==> config.mk <==
export PLATFORM = sky130hd
export DESIGN_NAME = fan_alarm_bank
export DESIGN_NICKNAME = d
export VERILOG_FILES = /design/src/fan_chan_alarm.v /design/src/fan_alarm_bank.v
export VERILOG_INCLUDE_DIRS = /design/src /design/src/src
export SDC_FILE = /design/constraint.sdc
export NUM_CORES = 1
export LEC_CHECK = 0
export BUFFER_PORTS_ARGS = -buffer_cell sky130_fd_sc_hd__buf_2
export CAP_MARGIN = 5
export CORE_MARGIN = 10
export CORE_UTILIZATION = 50
export CTS_BUF_LIST = sky130_fd_sc_hd__clkbuf_16
export DETAILED_ROUTE_END_ITERATION = 7
export PLACE_DENSITY_LB_ADDON = 0.25
export SLEW_MARGIN = 20
export SYNTH_ARGS = -nofsm -noshare
export SYNTH_HDL_FRONTEND = slang
export SYNTH_SLANG_ARGS = --single-unit
==> constraint.sdc <==
create_clock -name i_ref_clk -period 3.75 [get_ports i_ref_clk]
set_clock_uncertainty 0.2 [all_clocks]
set_input_delay 0.75 -clock i_ref_clk [delete_from_list [all_inputs] [get_ports i_ref_clk]]
set_output_delay 0.75 -clock i_ref_clk [all_outputs]
set_load 0.02 [all_outputs]
==> src/fan_regs.vh <==
// Register offsets, field positions and reset values for the fan alarm bank
`ifndef FAN_REGS_VH
`define FAN_REGS_VH
// Printed indices (not multiples of four): byte address = 4 * index
`define FAN_IDX_ALARM_STATUS   8'h5A
`define FAN_IDX_NVM_XFER_CTRL  8'h5B
`define FAN_ADDR_ALARM_STATUS  10'h168
`define FAN_ADDR_NVM_XFER_CTRL 10'h16C
`define FAN_ADDR_MODE          10'h170
`define FAN_ADDR_XFER_STATUS   10'h174
// Alarm status fields
`define FAN_ST_REMOTE_HIGH     3
`define FAN_ST_REMOTE_OT       2
`define FAN_ST_FAN_B           1
`define FAN_ST_FAN_A           0
// Transfer control fields
`define FAN_XC_DIR             7
`define FAN_XC_BLK_MSB         4
`define FAN_XC_BLK_LSB         0
// Mode register fields
`define FAN_MD_FAN_A_RD        0
`define FAN_MD_FAN_B_RD        1
// Reset values
`define FAN_RST_ALARM_STATUS   8'h00
`define FAN_RST_NVM_XFER_CTRL  8'h00
`define FAN_RST_MODE           2'h0
// Transfer geometry
`define FAN_BLOCK_BYTES        5'h10
`define FAN_BLOCK_COUNT        3'h5
`endif

==> src/fan_chan_alarm.v <==
// One fan channel fault detector: tach count versus threshold, or running level
`timescale 1ns/1ns
`default_nettype none
module fan_chan_alarm #(
   parameter CW = 16
) (
   // Clock and reset
   input  wire          i_ref_clk,
   input  wire          i_srst,
   // Channel inputs
   input  wire          i_rd_mode,
   input  wire [CW-1:0] i_count,
   input  wire [CW-1:0] i_threshold,
   input  wire          i_count_valid,
   input  wire          i_overflow,
   input  wire          i_stopped,
   input  wire          i_running,
   // Fault level
   output reg           o_fault
);
   reg fault_next;
   always @* begin
      if (i_rd_mode)
         fault_next = ~i_running;
      else if (i_count_valid)
         fault_next = (i_count > i_threshold) | i_overflow | i_stopped;
      else
         fault_next = o_fault | i_stopped;
   end
   always @(posedge i_ref_clk) begin
      if (i_srst)
         o_fault <= 1'b0;
      else
         o_fault <= fault_next;
   end
endmodule // fan_chan_alarm
`default_nettype wire

==> src/fan_alarm_bank.v <==
// Alarm status and NVM transfer control registers behind an APB slave
//
// Our own choice: the APB slave port.
`timescale 1ns/1ns
`default_nettype none
`include "fan_regs.vh"
// Functional notes
// - Remote above high set point sets bit 3
// - Remote above overtemp set point sets bit 2
// - Fan B count within threshold reads 0
// - Fan A count within threshold reads 0
// - Running-detect mode: running reads 0
// - Slow, stopped or overflow sets fan alarm (code: in running-detect mode only a low running level sets it)
// - Bit 7 selects load or write direction
// - Bits 0-4 select 16-byte blocks
// - Status alarm flags clear on read
// - Persisting fault sets flag again
module fan_alarm_bank #(
   parameter TW = 12,
   parameter CW = 16
) (
   // Clock and reset
   input  wire          i_ref_clk,
   input  wire          i_srst,
   // APB slave
   input  wire          i_psel,
   input  wire          i_penable,
   input  wire          i_pwrite,
   input  wire [11:0]   i_paddr,
   input  wire [31:0]   i_pwdata,
   output reg  [31:0]   o_prdata,
   output reg           o_pready,
   output reg           o_pslverr,
   // Temperature inputs (signed)
   input  wire [TW-1:0] i_remote_temp,
   input  wire [TW-1:0] i_remote_high_setpt,
   input  wire [TW-1:0] i_remote_ot_setpt,
   // Fan channel A
   input  wire [CW-1:0] i_fan_a_count,
   input  wire          i_fan_a_count_valid,
   input  wire          i_fan_a_overflow,
   input  wire          i_fan_a_stopped,
   input  wire          i_fan_a_speed_input,
   // Fan channel B
   input  wire [CW-1:0] i_fan_b_count,
   input  wire          i_fan_b_count_valid,
   input  wire          i_fan_b_overflow,
   input  wire          i_fan_b_stopped,
   input  wire          i_fan_b_speed_input,
   input  wire [CW-1:0] i_tach_threshold,
   // NVM transfer engine
   input  wire          i_nvm_ready,
   output reg           o_nvm_req,
   output reg           o_nvm_load,
   output reg  [6:0]    o_nvm_addr
);
   localparam ST_IDLE = 3'b001;
   localparam ST_MOVE = 3'b010;
   localparam ST_NEXT = 3'b100;

   reg  [7:0] alarm_status_reg;
   reg  [7:0] alarm_status_next;
   reg  [7:0] nvm_xfer_ctrl_reg;
   reg  [1:0] mode_reg;
   reg  [2:0] state_reg;
   reg  [4:0] blk_mask_reg;
   reg  [2:0] blk_reg;
   reg  [3:0] byte_reg;
   reg        remote_high_reg;
   reg        remote_ot_reg;
   wire       fan_a_fault;
   wire       fan_b_fault;
   wire       access;
   wire       rd_status;
   wire       rd_ctrl;
   wire       wr_ctrl;
   wire       mapped;

   // Aliases above the register page are refused, so they must not clear or write
   assign access    = i_psel & i_penable & o_pready & (i_paddr[11:10] == 2'h0);
   assign rd_status = access & ~i_pwrite & (i_paddr[9:0] == `FAN_ADDR_ALARM_STATUS);
   assign rd_ctrl   = access & ~i_pwrite & (i_paddr[9:0] == `FAN_ADDR_NVM_XFER_CTRL);
   assign wr_ctrl   = access & i_pwrite & (i_paddr[9:0] == `FAN_ADDR_NVM_XFER_CTRL);
   assign mapped    = (i_paddr[11:10] == 2'h0) &
                      ((i_paddr[9:0] == `FAN_ADDR_ALARM_STATUS) |
                       (i_paddr[9:0] == `FAN_ADDR_NVM_XFER_CTRL) |
                       (i_paddr[9:0] == `FAN_ADDR_MODE) |
                       (i_paddr[9:0] == `FAN_ADDR_XFER_STATUS));

   fan_chan_alarm #(.CW(CW)) u_fan_a (
      .i_ref_clk     (i_ref_clk),
      .i_srst        (i_srst),
      .i_rd_mode     (mode_reg[`FAN_MD_FAN_A_RD]),
      .i_count       (i_fan_a_count),
      .i_threshold   (i_tach_threshold),
      .i_count_valid (i_fan_a_count_valid),
      .i_overflow    (i_fan_a_overflow),
      .i_stopped     (i_fan_a_stopped),
      .i_running     (i_fan_a_speed_input),
      .o_fault       (fan_a_fault)
   );

   fan_chan_alarm #(.CW(CW)) u_fan_b (
      .i_ref_clk     (i_ref_clk),
      .i_srst        (i_srst),
      .i_rd_mode     (mode_reg[`FAN_MD_FAN_B_RD]),
      .i_count       (i_fan_b_count),
      .i_threshold   (i_tach_threshold),
      .i_count_valid (i_fan_b_count_valid),
      .i_overflow    (i_fan_b_overflow),
      .i_stopped     (i_fan_b_stopped),
      .i_running     (i_fan_b_speed_input),
      .o_fault       (fan_b_fault)
   );

   // Temperature compare registered so all flags see the same two-cycle latency
   always @(posedge i_ref_clk) begin
      if (i_srst) begin
         remote_high_reg <= 1'b0;
         remote_ot_reg   <= 1'b0;
      end else begin
         remote_high_reg <= $signed(i_remote_temp) > $signed(i_remote_high_setpt);
         remote_ot_reg   <= $signed(i_remote_temp) > $signed(i_remote_ot_setpt);
      end
   end

   // Sticky flags: a live fault beats the read clear so none is lost
   always @* begin
      alarm_status_next = alarm_status_reg;
      if (rd_status)
         alarm_status_next = `FAN_RST_ALARM_STATUS;
      if (remote_high_reg)
         alarm_status_next[`FAN_ST_REMOTE_HIGH] = 1'b1;
      if (remote_ot_reg)
         alarm_status_next[`FAN_ST_REMOTE_OT] = 1'b1;
      if (fan_b_fault)
         alarm_status_next[`FAN_ST_FAN_B] = 1'b1;
      if (fan_a_fault)
         alarm_status_next[`FAN_ST_FAN_A] = 1'b1;
      alarm_status_next[7:4] = 4'h0;
   end

   always @(posedge i_ref_clk) begin
      if (i_srst)
         alarm_status_reg <= `FAN_RST_ALARM_STATUS;
      else
         alarm_status_reg <= alarm_status_next;
   end

   // APB register side and read data
   always @(posedge i_ref_clk) begin
      if (i_srst) begin
         nvm_xfer_ctrl_reg <= `FAN_RST_NVM_XFER_CTRL;
         mode_reg          <= `FAN_RST_MODE;
         o_prdata          <= 32'h0000_0000;
         o_pready          <= 1'b0;
         o_pslverr         <= 1'b0;
      end else begin
         // One wait state: ready rises in the second access cycle
         o_pready  <= i_psel & i_penable & ~o_pready;
         o_pslverr <= i_psel & i_penable & ~o_pready & ~mapped;
         if (i_psel & i_penable & ~o_pready & ~i_pwrite) begin
            case (i_paddr[9:0])
               `FAN_ADDR_ALARM_STATUS:  o_prdata <= {24'h000000, alarm_status_reg};
               `FAN_ADDR_NVM_XFER_CTRL: o_prdata <= {24'h000000, nvm_xfer_ctrl_reg};
               `FAN_ADDR_MODE:          o_prdata <= {30'h00000000, mode_reg};
               `FAN_ADDR_XFER_STATUS:   o_prdata <= {31'h00000000, state_reg != ST_IDLE};
               default:                 o_prdata <= 32'h0000_0000;
            endcase
            if (i_paddr[11:10] != 2'h0)
               o_prdata <= 32'h0000_0000;
         end
         if (rd_ctrl)
            nvm_xfer_ctrl_reg <= `FAN_RST_NVM_XFER_CTRL;
         else if (wr_ctrl)
            nvm_xfer_ctrl_reg <= {i_pwdata[7], 2'b00, i_pwdata[4:0]};
         if (access & i_pwrite & (i_paddr[9:0] == `FAN_ADDR_MODE))
            mode_reg <= i_pwdata[1:0];
      end
   end

   // Transfer engine: walks selected blocks, one byte per ready handshake
   always @(posedge i_ref_clk) begin
      if (i_srst) begin
         state_reg    <= ST_IDLE;
         blk_mask_reg <= 5'h00;
         blk_reg      <= 3'h0;
         byte_reg     <= 4'h0;
         o_nvm_req    <= 1'b0;
         o_nvm_load   <= 1'b0;
         o_nvm_addr   <= 7'h00;
      end else begin
         case (state_reg)
            ST_IDLE: begin
               o_nvm_req <= 1'b0;
               if (wr_ctrl && (i_pwdata[`FAN_XC_BLK_MSB:`FAN_XC_BLK_LSB] != 5'h00)) begin
                  blk_mask_reg <= i_pwdata[`FAN_XC_BLK_MSB:`FAN_XC_BLK_LSB];
                  o_nvm_load   <= i_pwdata[`FAN_XC_DIR];
                  blk_reg      <= 3'h0;
                  state_reg    <= ST_NEXT;
               end
            end
            ST_NEXT: begin
               if (blk_reg == `FAN_BLOCK_COUNT) begin
                  state_reg <= ST_IDLE;
               end else if (blk_mask_reg[blk_reg]) begin
                  byte_reg   <= 4'h0;
                  o_nvm_addr <= {blk_reg, 4'h0};
                  o_nvm_req  <= 1'b1;
                  state_reg  <= ST_MOVE;
               end else begin
                  blk_reg <= blk_reg + 3'h1;
               end
            end
            ST_MOVE: begin
               if (i_nvm_ready) begin
                  if (byte_reg == 4'hF) begin
                     o_nvm_req <= 1'b0;
                     blk_reg   <= blk_reg + 3'h1;
                     state_reg <= ST_NEXT;
                  end else begin
                     byte_reg   <= byte_reg + 4'h1;
                     o_nvm_addr <= {blk_reg, byte_reg + 4'h1};
                  end
               end
            end
            default: state_reg <= ST_IDLE;
         endcase
      end
   end
endmodule // fan_alarm_bank
`default_nettype wire

==> impl_metrics.json <==
{
  "postCtsSetupRepairBufs": 0,
  "hold_start": "remote_high_reg",
  "yosysSeqAreaShare_pct": 24.5,
  "synthFlopType": "dfxtp_1",
  "worstSetupEndpointType": "flop",
  "ant_nets": 0,
  "die_w_microns": 105,
  "worstPathArrival_ps": 2430,
  "gp_congestion": 0.885,
  "maxUsedRoutingLayer": "met4",
  "avgSynthCellArea_sq_um": 8.15,
  "rsz0062_at_grt": "no",
  "cts_tree": "built",
  "cp-start-kind": "input pin",
  "ys_top_cells_by_count": "ha_1, inv_1, a21oi_1, dfxtp_1, nand2_1",
  "fin_util_pct": 64.4,
  "die_area_sq_mm": 0.0110,
  "irDropWorstVdd_mv": 0.176,
  "swShare_pct": 26.7,
  "ys_warn_count": 0,
  "min_path_cells": 2,
  "grt_use_total_pct": 17.7,
  "fill_cells": 641,
  "antenna_found_initial": 2,
  "grt_pass1_vias": 3876,
  "nNetsFinal": 776,
  "yosysTopAreaCellShare_pct": 24.5,
  "r2r_slack_ps": 1560,
  "wirelength_mm": 10.0,
  "clock_sinks": 44,
  "tightestPinTransition_ps": 731,
  "hold_buffers": 0,
  "clock_power_share_pct": 39.2,
  "multi_input_area_sq_mm": 0.00240,
  "p_sw_uw": 332,
  "chipHeight_microns": 105,
  "coreArea_sq_mm": 0.00691,
  "clockBufferDepth": 2,
  "fin_ws_ps": 1320,
  "comb_power_share_pct": 21.7,
  "via_count": 3588,
  "drv_cap": 0,
  "placementRows": 30,
  "reg2regPathDepth": 5,
  "p_leak_uw": 0.00223,
  "p_per_area_mw_per_mm2": 280,
  "rr_endpoint": "o_nvm_addr[2]",
  "cts.htree.levels": 2,
  "grt_max_degree": 35,
  "dp_slack_ps": 1050,
  "met3_length_microns": 639,
  "seqPwrFrac_pct": 39.1,
  "grt-ovfl-total": 0,
  "synth_edf_count": 0,
  "p_int_uw": 912,
  "layout-drive-gt1-share_pct": 26.7,
  "start_util_pct": 52.1,
  "drt_first_pass_iters": 4,
  "routedWlPerCell_microns": 14.9,
  "critPathSlowestCell": "and4_1",
  "max_slew_margin_pct": 50.9,
  "max_stage_delay_ps": 580,
  "ys_ff_latch": 44,
  "largest_register_ff_count": 7,
  "path_class": "in2reg",
  "crit_buf_inv": 1,
  "path_max_fanout": 15,
  "synth.cell_area_sq_mm": 0.00360,
  "drt_iter0_drc": 116,
  "hold_violations": 0,
  "port_buffers": 132,
  "wl_met1_mm": 4.11,
  "post-route-min-period_ps": 2430,
  "critical-path-top-delay-family": "simple AND/OR/NAND/NOR gates",
  "avgViaCountPerCell": 5.32,
  "clock_tree.root_cell": "clkbuf_16",
  "syn2layout_area_growth_pct": 23.5,
  "yosys-top-cells-area": "dfxtp_1, ha_1, a21oi_1",
  "cp-startpoint": "i_paddr[1]",
  "dp_hpwl_mm": 8.66,
  "cts.clk_slew.worst_paths_ps": 60,
  "fin_setup_tns_ps": 0,
  "ios": 185,
  "cp.required_ps": 3750,
  "regArea_sq_um": 881,
  "drc": 0,
  "status": "finished, final reports clean",
  "cts_resized": 0,
  "synth.most_common_cell": "ha_1",
  "synth_cells": 442,
  "crit_chain": "buf_2 > nor3b_1 > and4_1 > nand3_1 > a21oi_1 > a21boi_0",
  "clock_latency_ps": 280,
  "timing.rr.start": "blk_reg[0]",
  "setup_viol": 0,
  "grt_pass1_wl_mm": 16.8,
  "hold_end": "alarm_status_reg[3]",
  "hold_path.class": "reg2reg",
  "synth_area_leader_cell": "dfxtp_1",
  "synth.distinct_cells": 58,
  "wl_met2_mm": 5.02,
  "max_freq_ghz": 0.411,
  "finalMaxSlewViolations": 0,
  "cts-buffers-inserted": 5,
  "timing.final.crit_share_pct": 64.8,
  "async_flop_share_pct": 0
}
-- final cells by class --
cell class / instances / area share [%]
clock inverter: 3 / 0.957
antenna: 2 / 0.113
multi-input combinational: 339 / 54.0
timing repair buffer: 135 / 15.4
inverter: 50 / 4.22
sequential: 44 / 19.8
clock buffer: 5 / 2.81
tap: 96 / 2.70
-- per-stage QoR --
step | cells | area (sq um) | power, uW | hold WS, ps
after global placement | 664 | 4270 | 754 | 220
after global routing | 674 | 4450 | 1310 | 258
after detailed placement | 664 | 4270 | 764 | 231
after floorplan | 467 | 3690 | 678 | 213
after CTS | 672 | 4440 | 1250 | 245
final | 674 | 4450 | 1240 | 239
-- placed cells by master, fill, tap and decap left out, drive strengths merged, types with 8 or more instances in the layout --
master  count
nand4      18
conb       26
nor2       19
nand3      21
o21ai      13
dfxtp      44
a21oi      46
nor3       14
inv        50
nand2      35
buf       135
ha         59
nor2b       8
-- worst min-delay path: stages, from the launching register on --
cell and delay [ps]:
dfxtp_1 310, a21oi_1 30, nor2_1 70
-- worst max path at each step --
stage	to	slack, ps	cells past startpoint
6_report	state_reg[1]	1320	6
4_1_cts	state_reg[1]	1350	6
3_3_place_gp	blk_mask_reg[4]	1070	6
5_1_grt	blk_mask_reg[0]	1110	6
2_1_floorplan	mode_reg[0]	1390	5
3_5_place_dp	mode_reg[1]	1050	6
-- per-layer routing --
metal  track usage (%)  vias to the layer above
li1                  -                     1808
met1              19.0                     1636
met2              31.8                      123
met3              5.34                       21
met4              6.27                        0
met5                 0                        -
-- power groups by stage --
stage	registers [uW]	clock network (uW)	logic, uW
floorplan	496	0	182
global placement	497	0	257
detailed placement	497	0	267
CTS	487	497	270
global route	487	518	309
finish	487	488	270
-- cells by family after synthesis --
logic type | Yosys count | share of synthesized area [%]
flip-flops | 44 | 24.5
adder cells (fa/ha/maj) | 59 | 20.5
XOR/XNOR | 3 | 0.730
AO/OA/AOI/OAI | 98 | 17.7
buffers and inverters | 84 | 11.5
multiplexers | 9 | 2.92
other | 1 | 0.104
AND/OR/NAND/NOR | 144 | 22.1
Note: power is estimated with default switching activity, not from simulation.
